## src/rtl/ccg_defs.svh

```systemverilog
// Operation
// - Source output high primary, low backup
// - Primary fault output low from fault until fault reset
// - Backup fault output low from fault until fault reset
// - Mode output high manual, low automatic
// - Power fault output low on power fault
// - Manual request low selects manual mode
// - Automatic request low selects automatic mode
// - Fault reset low clears latched faults
// - Configurable fault low for selected faults or watchdog reboot
// - Primary select low selects primary source
// - Backup select low selects backup source
// - Two trigger outputs follow primary, backup triggers
// - Timecode channel one direction configurable; others output
// - Panel enable toggled after 3 s hold; beep, lamp
// - Panel source buttons accepted only in manual
// - Lamp test lights each lamp alone
`ifndef CCG_DEFS_SVH
`define CCG_DEFS_SVH

// =====================================================
// Timing
`define CCG_CLK_HZ 40000000
`define CCG_CYCLES_PER_MS (`CCG_CLK_HZ / 1000)
`define CCG_DEBOUNCE_TIME_MS 10
`define CCG_HOLD_TIME_MS 3000
`define CCG_BEEP_TIME_MS 100
`define CCG_LAMP_STEP_TIME_MS 500
`define CCG_DEBOUNCE_CYCLES (`CCG_DEBOUNCE_TIME_MS * `CCG_CYCLES_PER_MS)
`define CCG_HOLD_CYCLES (`CCG_HOLD_TIME_MS * `CCG_CYCLES_PER_MS)
`define CCG_BEEP_CYCLES (`CCG_BEEP_TIME_MS * `CCG_CYCLES_PER_MS)
`define CCG_LAMP_STEP_CYCLES (`CCG_LAMP_STEP_TIME_MS * `CCG_CYCLES_PER_MS)

// =====================================================
// Fault bit positions
`define CCG_FLT_PRIMARY 0
`define CCG_FLT_BACKUP 1
`define CCG_FLT_POWER 2
`define CCG_FLT_COUNT 3

// =====================================================
// Control input positions (active low pins)
`define CCG_IN_MANUAL 0
`define CCG_IN_AUTO 1
`define CCG_IN_RESET 2
`define CCG_IN_PRIMARY 3
`define CCG_IN_BACKUP 4
`define CCG_IN_COUNT 5

// =====================================================
// Panel lamp positions
`define CCG_LAMP_ENABLE 0
`define CCG_LAMP_RESET 1
`define CCG_LAMP_AUTO 2
`define CCG_LAMP_MANUAL 3
`define CCG_LAMP_PRIMARY 4
`define CCG_LAMP_BACKUP 5
`define CCG_LAMP_PFAULT 6
`define CCG_LAMP_BFAULT 7
`define CCG_LAMP_COUNT 8
`define CCG_LAMP_LAST 3'h7

// =====================================================
// Reset values
`define CCG_RST_MANUAL 1'b0
`define CCG_RST_PRIMARY 1'b1

`endif

```

## src/rtl/ccg_pkg.sv

```systemverilog
package ccg_pkg;

    typedef logic [31:0] ccg_count_type;

    typedef enum logic [1:0] {
        CCG_TEST_IDLE,
        CCG_TEST_RUN
    } ccg_test_state_type;

    typedef struct packed {
        logic sync_1;
        logic sync_2;
        logic clean_n;
        ccg_count_type cnt;
    } ccg_deb_state_type;

    typedef struct packed {
        logic manual_mode;
        logic primary_sel;
        logic [2:0] fault_latch;
        logic source_state;
        logic mode_state;
        logic primary_fault_n;
        logic backup_fault_n;
        logic power_fault_n;
        logic cfg_fault_n;
        logic primary_trig;
        logic backup_trig;
        logic tc1_out;
        logic tc1_oe;
        logic tc1_rx;
        logic [2:0] tc_out;
        logic panel_en;
        ccg_count_type hold_cnt;
        ccg_count_type beep_cnt;
        logic beep;
        ccg_test_state_type test_state;
        logic [2:0] lamp_idx;
        ccg_count_type lamp_cnt;
        logic [7:0] lamps;
        logic [4:0] btn_prev;
    } ccg_state_type;

endpackage

```

## src/rtl/ccg_debounce.sv

```systemverilog
`timescale 1ns/1ps
`include "ccg_defs.svh"

module ccg_debounce
    import ccg_pkg::*;
#(
    parameter int unsigned STABLE_CYCLES = `CCG_DEBOUNCE_CYCLES
) (
    input wire logic clk,
    input wire logic rst_n,
    input wire logic raw_n,
    output logic clean_n
);

    ccg_deb_state_type state_reg;
    ccg_deb_state_type state_next;

    if (STABLE_CYCLES < 1) begin : g_check
        $error("ccg_debounce: STABLE_CYCLES must be at least one");
    end

    // =====================================================
    // Two-stage synchroniser, then stability counter
    always_comb begin
        state_next = state_reg;
        state_next.sync_1 = raw_n;
        state_next.sync_2 = state_reg.sync_1;
        if (state_reg.sync_2 != state_reg.clean_n) begin
            if (state_reg.cnt >= STABLE_CYCLES - 1) begin
                state_next.clean_n = state_reg.sync_2;
                state_next.cnt = 32'h0;
            end else begin
                state_next.cnt = state_reg.cnt + 32'h1;
            end
        end else begin
            state_next.cnt = 32'h0;
        end
    end

    always_ff @(posedge clk) begin
        if (!rst_n) begin
            // Idle-high so an unasserted pin never acts after reset
            state_reg <= '{sync_1: 1'b1, sync_2: 1'b1, clean_n: 1'b1, cnt: 32'h0};
        end else begin
            state_reg <= state_next;
        end
    end

    assign clean_n = state_reg.clean_n;

endmodule

```

## src/rtl/ccg_gpio.sv

```systemverilog
`timescale 1ns/1ps
`include "ccg_defs.svh"

module ccg_gpio
    import ccg_pkg::*;
#(
    parameter int unsigned DEBOUNCE_CYCLES = `CCG_DEBOUNCE_CYCLES,
    parameter int unsigned HOLD_CYCLES = `CCG_HOLD_CYCLES,
    parameter int unsigned BEEP_CYCLES = `CCG_BEEP_CYCLES,
    parameter int unsigned LAMP_STEP_CYCLES = `CCG_LAMP_STEP_CYCLES
) (
    input wire logic clk,
    input wire logic rst_n,
    // Remote control pins, active low, pulled up
    input wire logic manual_req_n,
    input wire logic auto_req_n,
    input wire logic fault_reset_n,
    input wire logic primary_sel_n,
    input wire logic backup_sel_n,
    // Internal fault and status sources
    input wire logic primary_fault_in,
    input wire logic backup_fault_in,
    input wire logic power_fault_in,
    input wire logic watchdog_reboot,
    input wire logic [2:0] fault_event_selection,
    // Remote status pins
    output logic source_state,
    output logic primary_fault_n,
    output logic backup_fault_n,
    output logic mode_state,
    output logic power_fault_n,
    output logic cfg_fault_n,
    // Trigger inputs and outputs
    input wire logic primary_trigger_in,
    input wire logic backup_trigger_in,
    output logic primary_trigger_out,
    output logic backup_trigger_out,
    // Timecode channels
    input wire logic tc1_dir_output,
    input wire logic [3:0] tc_gen,
    input wire logic timecode_channel_one_in,
    output logic timecode_channel_one_out,
    output logic timecode_channel_one_oe,
    output logic timecode_channel_one_rx,
    output logic [2:0] tc_other_out,
    // Front panel keys, active high from the key scanner
    input wire logic panel_enable_btn,
    input wire logic panel_reset_btn,
    input wire logic panel_auto_btn,
    input wire logic panel_manual_btn,
    input wire logic panel_primary_btn,
    input wire logic panel_backup_btn,
    input wire logic panel_lamp_test,
    // Front panel indicators
    output logic panel_enabled,
    output logic beep,
    output logic [7:0] panel_lamps
);

    // =====================================================
    // Elaboration checks
    if (HOLD_CYCLES < 1) begin : g_chk_hold
        $error("ccg_gpio: HOLD_CYCLES must be at least one");
    end
    if (BEEP_CYCLES < 1) begin : g_chk_beep
        $error("ccg_gpio: BEEP_CYCLES must be at least one");
    end
    if (LAMP_STEP_CYCLES < 1) begin : g_chk_lamp
        $error("ccg_gpio: LAMP_STEP_CYCLES must be at least one");
    end

    // =====================================================
    // Input conditioning
    logic [`CCG_IN_COUNT-1:0] pins_raw_n;
    logic [`CCG_IN_COUNT-1:0] pins_clean_n;

    assign pins_raw_n[`CCG_IN_MANUAL] = manual_req_n;
    assign pins_raw_n[`CCG_IN_AUTO] = auto_req_n;
    assign pins_raw_n[`CCG_IN_RESET] = fault_reset_n;
    assign pins_raw_n[`CCG_IN_PRIMARY] = primary_sel_n;
    assign pins_raw_n[`CCG_IN_BACKUP] = backup_sel_n;

    for (genvar i = 0; i < `CCG_IN_COUNT; i++) begin : g_deb
        ccg_debounce #(
            .STABLE_CYCLES(DEBOUNCE_CYCLES)
        ) u_deb (
            .clk(clk),
            .rst_n(rst_n),
            .raw_n(pins_raw_n[i]),
            .clean_n(pins_clean_n[i])
        );
    end

    // =====================================================
    // State
    ccg_state_type state_reg;
    ccg_state_type state_next;

    logic [4:0] btn_now;
    logic [4:0] btn_press;
    logic pin_manual;
    logic pin_auto;
    logic pin_reset;
    logic pin_primary;
    logic pin_backup;
    logic want_manual;
    logic want_auto;
    logic want_primary;
    logic want_backup;
    logic clear_faults;
    logic [2:0] fault_raw;
    logic [2:0] fault_now;
    logic hold_done;

    assign btn_now = {panel_backup_btn, panel_primary_btn, panel_manual_btn,
                      panel_auto_btn, panel_reset_btn};
    assign btn_press = btn_now & ~state_reg.btn_prev;

    assign pin_manual = ~pins_clean_n[`CCG_IN_MANUAL];
    assign pin_auto = ~pins_clean_n[`CCG_IN_AUTO];
    assign pin_reset = ~pins_clean_n[`CCG_IN_RESET];
    assign pin_primary = ~pins_clean_n[`CCG_IN_PRIMARY];
    assign pin_backup = ~pins_clean_n[`CCG_IN_BACKUP];

    assign fault_raw[`CCG_FLT_PRIMARY] = primary_fault_in;
    assign fault_raw[`CCG_FLT_BACKUP] = backup_fault_in;
    assign fault_raw[`CCG_FLT_POWER] = power_fault_in;

    assign hold_done = (state_reg.hold_cnt == HOLD_CYCLES);

    // =====================================================
    // Request decoding
    always_comb begin
        // Conflicting mode requests leave the mode as it is
        want_manual = (pin_manual & ~pin_auto) |
                      (state_reg.panel_en & btn_press[2] & ~btn_press[1]);
        want_auto = (pin_auto & ~pin_manual) |
                    (state_reg.panel_en & btn_press[1] & ~btn_press[2]);
        want_primary = (pin_primary & ~pin_backup) |
                       (state_reg.panel_en & state_reg.manual_mode &
                        btn_press[3] & ~btn_press[4]);
        want_backup = (pin_backup & ~pin_primary) |
                      (state_reg.panel_en & state_reg.manual_mode &
                       btn_press[4] & ~btn_press[3]);
        clear_faults = pin_reset | (state_reg.panel_en & btn_press[0]);
    end

    // =====================================================
    // Next state
    always_comb begin
        state_next = state_reg;
        state_next.btn_prev = btn_now;

        // Mode and source selection
        if (want_manual && !want_auto) begin
            state_next.manual_mode = 1'b1;
        end else if (want_auto && !want_manual) begin
            state_next.manual_mode = 1'b0;
        end
        if (want_primary && !want_backup) begin
            state_next.primary_sel = 1'b1;
        end else if (want_backup && !want_primary) begin
            state_next.primary_sel = 1'b0;
        end

        // Fault latches; a fault present in the clearing cycle stays set
        fault_now = (state_reg.fault_latch & ~{3{clear_faults}}) | fault_raw;
        state_next.fault_latch = fault_now;

        // Status pins
        state_next.source_state = state_next.primary_sel;
        state_next.mode_state = state_next.manual_mode;
        state_next.primary_fault_n = ~fault_now[`CCG_FLT_PRIMARY];
        state_next.backup_fault_n = ~fault_now[`CCG_FLT_BACKUP];
        state_next.power_fault_n = ~fault_now[`CCG_FLT_POWER];
        state_next.cfg_fault_n = ~(|(fault_now & fault_event_selection)) &
                                 ~watchdog_reboot;

        // Triggers and timecode
        state_next.primary_trig = primary_trigger_in;
        state_next.backup_trig = backup_trigger_in;
        state_next.tc1_oe = tc1_dir_output;
        state_next.tc1_out = tc1_dir_output & tc_gen[0];
        state_next.tc1_rx = ~tc1_dir_output & timecode_channel_one_in;
        state_next.tc_out = tc_gen[3:1];

        // Panel enable: hold the key for the full time to toggle
        // Count saturates so a key kept down toggles only once
        if (panel_enable_btn) begin
            if (!hold_done) begin
                state_next.hold_cnt = state_reg.hold_cnt + 32'h1;
            end
        end else begin
            state_next.hold_cnt = 32'h0;
        end
        if (panel_enable_btn && state_next.hold_cnt == HOLD_CYCLES && !hold_done) begin
            state_next.panel_en = ~state_reg.panel_en;
            state_next.beep = 1'b1;
            state_next.beep_cnt = BEEP_CYCLES - 1;
        end else if (state_reg.beep) begin
            if (state_reg.beep_cnt == 32'h0) begin
                state_next.beep = 1'b0;
            end else begin
                state_next.beep_cnt = state_reg.beep_cnt - 32'h1;
            end
        end

        // Lamp test walks a single lit lamp across the panel
        case (state_reg.test_state)
            CCG_TEST_IDLE: begin
                state_next.lamps = '0;
                state_next.lamps[`CCG_LAMP_ENABLE] = state_next.panel_en;
                state_next.lamps[`CCG_LAMP_RESET] = |fault_now;
                state_next.lamps[`CCG_LAMP_AUTO] = ~state_next.manual_mode;
                state_next.lamps[`CCG_LAMP_MANUAL] = state_next.manual_mode;
                state_next.lamps[`CCG_LAMP_PRIMARY] = state_next.primary_sel;
                state_next.lamps[`CCG_LAMP_BACKUP] = ~state_next.primary_sel;
                state_next.lamps[`CCG_LAMP_PFAULT] = fault_now[`CCG_FLT_PRIMARY];
                state_next.lamps[`CCG_LAMP_BFAULT] = fault_now[`CCG_FLT_BACKUP];
                if (panel_lamp_test) begin
                    state_next.test_state = CCG_TEST_RUN;
                    state_next.lamp_idx = 3'h0;
                    state_next.lamp_cnt = LAMP_STEP_CYCLES - 1;
                    state_next.lamps = 8'h01;
                end
            end
            CCG_TEST_RUN: begin
                if (!panel_lamp_test) begin
                    state_next.test_state = CCG_TEST_IDLE;
                    state_next.lamps = '0;
                end else if (state_reg.lamp_cnt == 32'h0) begin
                    if (state_reg.lamp_idx == `CCG_LAMP_LAST) begin
                        state_next.lamp_idx = 3'h0;
                    end else begin
                        state_next.lamp_idx = state_reg.lamp_idx + 3'h1;
                    end
                    state_next.lamp_cnt = LAMP_STEP_CYCLES - 1;
                    state_next.lamps = 8'h01 << state_next.lamp_idx;
                end else begin
                    state_next.lamp_cnt = state_reg.lamp_cnt - 32'h1;
                    state_next.lamps = 8'h01 << state_reg.lamp_idx;
                end
            end
            default: begin
                state_next.test_state = CCG_TEST_IDLE;
                state_next.lamps = '0;
            end
        endcase
    end

    // =====================================================
    // Registers
    always_ff @(posedge clk) begin
        if (!rst_n) begin
            state_reg <= '0;
            state_reg.manual_mode <= `CCG_RST_MANUAL;
            state_reg.primary_sel <= `CCG_RST_PRIMARY;
            state_reg.source_state <= `CCG_RST_PRIMARY;
            state_reg.mode_state <= `CCG_RST_MANUAL;
            state_reg.primary_fault_n <= 1'b1;
            state_reg.backup_fault_n <= 1'b1;
            state_reg.power_fault_n <= 1'b1;
            state_reg.cfg_fault_n <= 1'b1;
            state_reg.test_state <= CCG_TEST_IDLE;
        end else begin
            state_reg <= state_next;
        end
    end

    // =====================================================
    // Outputs
    assign source_state = state_reg.source_state;
    assign primary_fault_n = state_reg.primary_fault_n;
    assign backup_fault_n = state_reg.backup_fault_n;
    assign mode_state = state_reg.mode_state;
    assign power_fault_n = state_reg.power_fault_n;
    assign cfg_fault_n = state_reg.cfg_fault_n;
    assign primary_trigger_out = state_reg.primary_trig;
    assign backup_trigger_out = state_reg.backup_trig;
    assign timecode_channel_one_out = state_reg.tc1_out;
    assign timecode_channel_one_oe = state_reg.tc1_oe;
    assign timecode_channel_one_rx = state_reg.tc1_rx;
    assign tc_other_out = state_reg.tc_out;
    assign panel_enabled = state_reg.panel_en;
    assign beep = state_reg.beep;
    assign panel_lamps = state_reg.lamps;

endmodule

```

## config.mk

```make
export PLATFORM = sky130hd
export DESIGN_NAME = ccg_gpio
export DESIGN_NICKNAME = d
export VERILOG_FILES = /design/src/rtl/ccg_pkg.sv /design/src/rtl/ccg_debounce.sv /design/src/rtl/ccg_gpio.sv
export VERILOG_INCLUDE_DIRS = /design/src /design/src/rtl
export SDC_FILE = /design/constraint.sdc
export NUM_CORES = 1
export LEC_CHECK = 0
export ABC_CLOCK_PERIOD_IN_PS = 4500
export BUFFER_PORTS_ARGS = -buffer_cell sky130_fd_sc_hd__buf_2
export CELL_PAD_IN_SITES_DETAIL_PLACEMENT = 1
export CELL_PAD_IN_SITES_GLOBAL_PLACEMENT = 2
export CORE_MARGIN = 5
export CORE_UTILIZATION = 41
export CTS_CLUSTER_SIZE = 16
export DETAILED_ROUTE_END_ITERATION = 10
export GPL_TIMING_DRIVEN = 0
export PLACE_DENSITY = 0.94
export REMOVE_ABC_BUFFERS = 1
export SETUP_SLACK_MARGIN = 0.4
export SYNTH_ARGS = -nofsm -noshare
export SYNTH_HDL_FRONTEND = slang
export SYNTH_SLANG_ARGS = --single-unit
```

## constraint.sdc

```tcl
create_clock -name clk -period 4.5 [get_ports clk]
set_input_delay 0 -clock clk [delete_from_list [all_inputs] [get_ports clk]]
set_output_delay 0 -clock clk [all_outputs]
set_load 0.02 [all_outputs]
```

# After elaboration in Yosys (flattened, before gate mapping)
# Index checks and enable logic that the tools add are counted.
# W data, S select, Z words.
# op_classes
add_sub_neg	9
n_lt_le_gt_ge	5
eq_ne	14
shift	2
muxes	24
bitwise	53
reduce_logical	34
# op_table
operator	count
$add A32 B1 Y32 const B	6
$ge A32 B19 Y1 const B	5
$pmux W35 S2	1
$eq A32 B27 Y1 const B	2
$logic_not A32 Y1	2
$mux W32	2
$sub A32 B1 Y32 const B	2
$mux W23	2
$mux W45	1
$mux W40	1
$mux W35	1
$not A1 Y1	25
$mux W22	1
$reduce_or A3 Y1	7
$and A1 B1 Y1	17
$pmux W8 S2	1
$reduce_and A2 Y1	8
$shl A1 B3 Y8 const A	2
$mux W3	5
$ne A2 B2 Y1 const B	5
$mux W8	1
$and A3 B3 Y3	2
$logic_and A1 B1 Y1	6
$mux W1	6
other kinds (17)	30
# totals
register_bits	308
inputBits	29
out_inout_bits	24
elab_cells	184

# Longest topological paths before layout
# depth
word_depth	12
mapped_depth	10
mapped_depth_nobuf	9

# Modules after synthesis
# From an unflattened synthesis, not the netlist that was laid out.
# hier_totals
cells_unflattened	1395
area_unflattened_um2	12657.1
# modules_own_cells
mod	instances	cells_per_inst	area_each_um2	seq_area_each_um2
ccg_gpio	1	770	6451.2	2642.5
ccg_debounce	5	125	1241.2	700.7

# Least setup slack after synthesis
# Ideal clock, no wire load.
# synth_path
path_type	reg-to-reg
startpoint	register state_reg[83] (netlist bit)
endpoint	register state_reg[77] (netlist bit)
setup_time_ns	0.116
arrival_ns	2.494
t_required_ns	4.384
slack_ns	1.890
path_stages_with_launch	10
path_buffers	1
synth_period_minus_slack_ns	2.610
path_cell_list	dfxtp_1 -> ha_1 -> nand3_1 -> nor4_1 -> xnor2_1 -> nand3_1 -> nor4_2 -> nand3_2 -> buf_6 -> and3_1
# synth_via
elab_chain_len	7
elab_cells_between_ends	9
classes_between	add/sub: 1; eq/ne: 2; mux: 2; reduce/logical: 4
# synth_lines
element	line_no	text
start: declaration	ccg_gpio.sv:96	ccg_state_type state_reg;
start signal: assignment	ccg_gpio.sv:266	state_reg <= state_next;
$add A32 B1 Y32 / $eq A32 B27 Y1 (equally long branches)	ccg_gpio.sv:191, ccg_gpio.sv:129	
$mux W32	ccg_gpio.sv:190	if (!hold_done) begin
$mux W32	ccg_gpio.sv:189	if (panel_enable_btn) begin
$eq A32 B27 Y1	ccg_gpio.sv:196	if (panel_enable_btn && state_next.hold_cnt == HOLD_CYCLES && !hold_done) begin
$logic_and A1 B1 Y1	ccg_gpio.sv:196	
$logic_and A1 B1 Y1 *	ccg_gpio.sv:196	
$reduce_or A2 Y1 (no line) *	-	
# Mark *: on every way between the ends. The rest lies on a longest branch, timed or not.
# A chain may end at the register's enable or synchronous reset.

# Final worst setup path
# layout_path
startpoint	register state_reg[83] (netlist bit)
endpoint	register state_reg[65] (netlist bit)
# Same word-level chain as after synthesis.

==> out/results.txt <==
status: finished clean
#FFs+latches synth: 307
total negative slack: 0 ns
Max-slew headroom: 13.1%
Net Sw Frac: 21.3%
slowest cell on the critical path: nand3_2
DIE AREA: 0.0336 mm2
Largest register FFs: 165
PD cells: 410 mW/mm2
CTS Buf Count: 36
layout cells sized above 1: 9.24%
Core Region: 0.0296 mm2
post-CTS setup buffers: 0
vias: 9410
Setup CP Type: register to register
Critical Path Start Type: register
drt via density: 4.99
top-area cell type share of the netlist area: 49.9%
Clock Power Share: 49.1%
vias in the first global route: 9719
Setup Viol. Count Final: 0
WL/cell: 14.6 um
main flop type after synthesis: dfxtp_1
antenna cell count: 0
fin crit share: 82.7%
LEAKAGE: 5.40 nW
largest net degree at the start of global routing: 69
gpl congestion: 0.786
Worst Tran Pin Value: 1.30 ns
Peak Freq: 0.269 GHz
Longest Clk Path Bufs: 3
Worst VDD drop: 0.239 mV
antenna violations before repair: 0
area leader, netlist: dfxtp_1
Root Buffer: clkbuf_16
Sink Count: 307
number of max-cap violations: 0
Seq pwr share: 47.4%
Final #Nets: 1508
Worst Hold Class: input pin to register
Synth Instances: 1342
Clock Latency Late Sink: 0.50 ns
Finished Layout Cells: 1884
CTS tree: built
post-layout minimum cycle time: 3.72 ns
Die Wd: 183 um
post-DP HPWL: 17900 um
htree depth: 2
fin. max-slew vios: 0
fill count: 3461
clk_skew: 0.0142 ns
FF/Latch Area: 0.00615 mm2
Sw Pwr: 0.00127 W
placed insts: 1794
area grow syn2layout: 17.8%
Int Pwr: 0.00469 W
worst stage delay on the critical path: 0.71 ns
final hold vios: 0
port buffer count: 52
final WL: 27400 um
Ys Warns: 0
Post-synth EDFFs: 0
Critical Path End Type: register
initial DRC count: 362
worst-path maximum fanout: 33
post-synthesis sequential area ratio: 49.9%
footprint of the multi-input gates: 0.00602 mm2
GRT overflow: 0
Clock transition at path regs: 0.06 ns
total track usage: 16.2%
num rows: 63
CP arrival: 4.11 ns
DR DRC count: 0
leading post-synthesis cells by cell area: dfxtp_1 50%, nor2_1 6.6%, xnor2_1 6.6%
Async SR Flop Fraction: 0%
initial core utilization: 41.6%
global-route wire length before repair: 46500 um
combinational share of power: 3.5%
drt first pass iters: 4
mean post-synth cell area: 9.18 um2
Vert. Die Dim: 183 um
Worst Path Required: 4.89 ns
worst-path cell chain: ha_1 -> nand3_1 -> nor4_2 -> xnor2_1 -> nand3_1 -> nor4_2 -> nand3_2 -> and3_1
RSZ-0062 raised after global routing: no
mapped cell area: 0.0123 mm2
Final ANT Viol Nets: 0
I/O pins: 53
synth unique cells: 68
cell usage in the layout (no fill, tap or decap), types with 6 or more instances in the layout:
cell type      instances
and4_1                 9
dfxtp_1              307
clkbuf_8               8
nand3_1               63
nand4_1               34
dlygate4sd3_1         25
a21oi_2                9
or4_1                 13
and3_1                32
mux2i_1               10
a31oi_1                6
clkbuf_1               9
nor4_2                 6
nor4_1                38
nand2b_1              22
xor2_1                82
a21oi_1               45
or3_1                 15
conb_1                65
o21ai_0               15
nor3_1                39
ha_1                  11
nand4b_1               6
xnor2_1               93
clkbuf_16             37
inv_1                 31
nor2b_1                9
nand2_1               89
nor2_1               218
and2_1                20
buf_2                 52
power by group through the flow:
stage	clock, W	combinational, W	sequential (W)
after floorplan	0	0.000103	0.00289
after global placement	0	0.000183	0.00288
after detailed placement	0	0.000187	0.00288
after CTS	0.00302	0.000206	0.00283
after global routing	0.00314	0.000233	0.00283
final	0.00292	0.000208	0.00283
stage by stage:
step	instance area [um2]	utilization [%]	hold slack (ns)	setup WS, ns	power [W]
2_1_floorplan	12300	-	0.0619	1.62	0.00299
3_3_place_gp	13000	44.0	0.185	0.473	0.00306
3_5_place_dp	13000	44.0	0.190	0.442	0.00307
4_1_cts	14500	48.9	0.196	0.424	0.00606
5_1_grt	14500	49.0	0.209	0.495	0.00621
6_report	14500	49.0	0.223	0.777	0.00596
cell type report:
class                      instances  share of cell area [%]
sequential                       307                    42.3
multi-input combinational       1013                    41.5
clock buffer                      54                    7.37
timing repair buffer              78                    3.71
tap                              390                    3.36
clock inverter                    10                   0.905
inverter                          32                   0.827
Yosys cell counts (2+ instances only):
master and number:
xor2_1 82, inv_1 31, mux2i_1 10, a41oi_1 5, and3_1 32, a31oi_1 6, nand3_2 3, or2_2 4
o21ai_0 15, and4_1 9, o22ai_1 4, nor3b_1 2, nand2_1 89, buf_4 11, nand2b_1 22, ha_1 11
nand4b_1 6, o22a_1 2, and2_1 20, xnor2_1 93, a211oi_1 2, clkbuf_1 32, buf_6 3, nor2b_1 9
nor4_2 5, or4_1 13, buf_2 6, nand3_1 63, nand4_1 34, nor4b_1 3, nor3_1 39, nor4_1 39
nor2_1 218, o21a_1 4, or3_1 15, a21boi_0 2, nor4_4 2, dfxtp_1 307, a21oi_1 45, a21oi_2 9
o31a_1 4, o31ai_1 5
logic make-up (layout without fill, tap and decap cells):
group / after synthesis / count (layout) / synth area share, %
mux: 10 / 10 / 0.813
other cells: 1 / 65 / 0.0304
compound gates: 118 / 118 / 6.26
xor+xnor: 175 / 175 / 12.4
flops: 307 / 307 / 49.9
fa+ha+maj: 11 / 11 / 1.12
buf+inv: 86 / 174 / 3.21
simple gates: 634 / 634 / 26.2
worst paths after layout:
kind | from | endpoint | slack [ns] | cells after the start
setup / recovery | state_reg[83] | state_reg[65] | 0.78 | 8
hold / removal | manual_req_n | g_deb[0].u_deb.state_next[33] | 0.22 | 3
setup reg to reg | state_reg[83] | state_reg[65] | 0.78 | 8
hold reg to reg | g_deb[2].u_deb.state_next[33] | g_deb[2].u_deb.state_reg[33] | 0.41 | 1
worst max-delay path: cells and delay by family, from the launching register on:
kind          cells  cell delay, ns
simple gates      6            2.61
fa+ha+maj         1            0.29
xor+xnor          1            0.21
flops             1            0.47
timing repair:
item                                   4_1_cts  5_1_grt
endpoints found under the hold margin       33        0
hold buffers                                25        0
gates resized for setup                      0        1
setup endpoints to repair                    0       33
routing by layer:
layer	track usage, %	share of wire, %	vias up
met5	0	0	-
met4	4.26	2.0	0
met3	2.94	3.3	45
met2	29.1	49	109
met1	20.1	45	4472
li1	-	-	4784
Power figures use the tool's default switching activity.
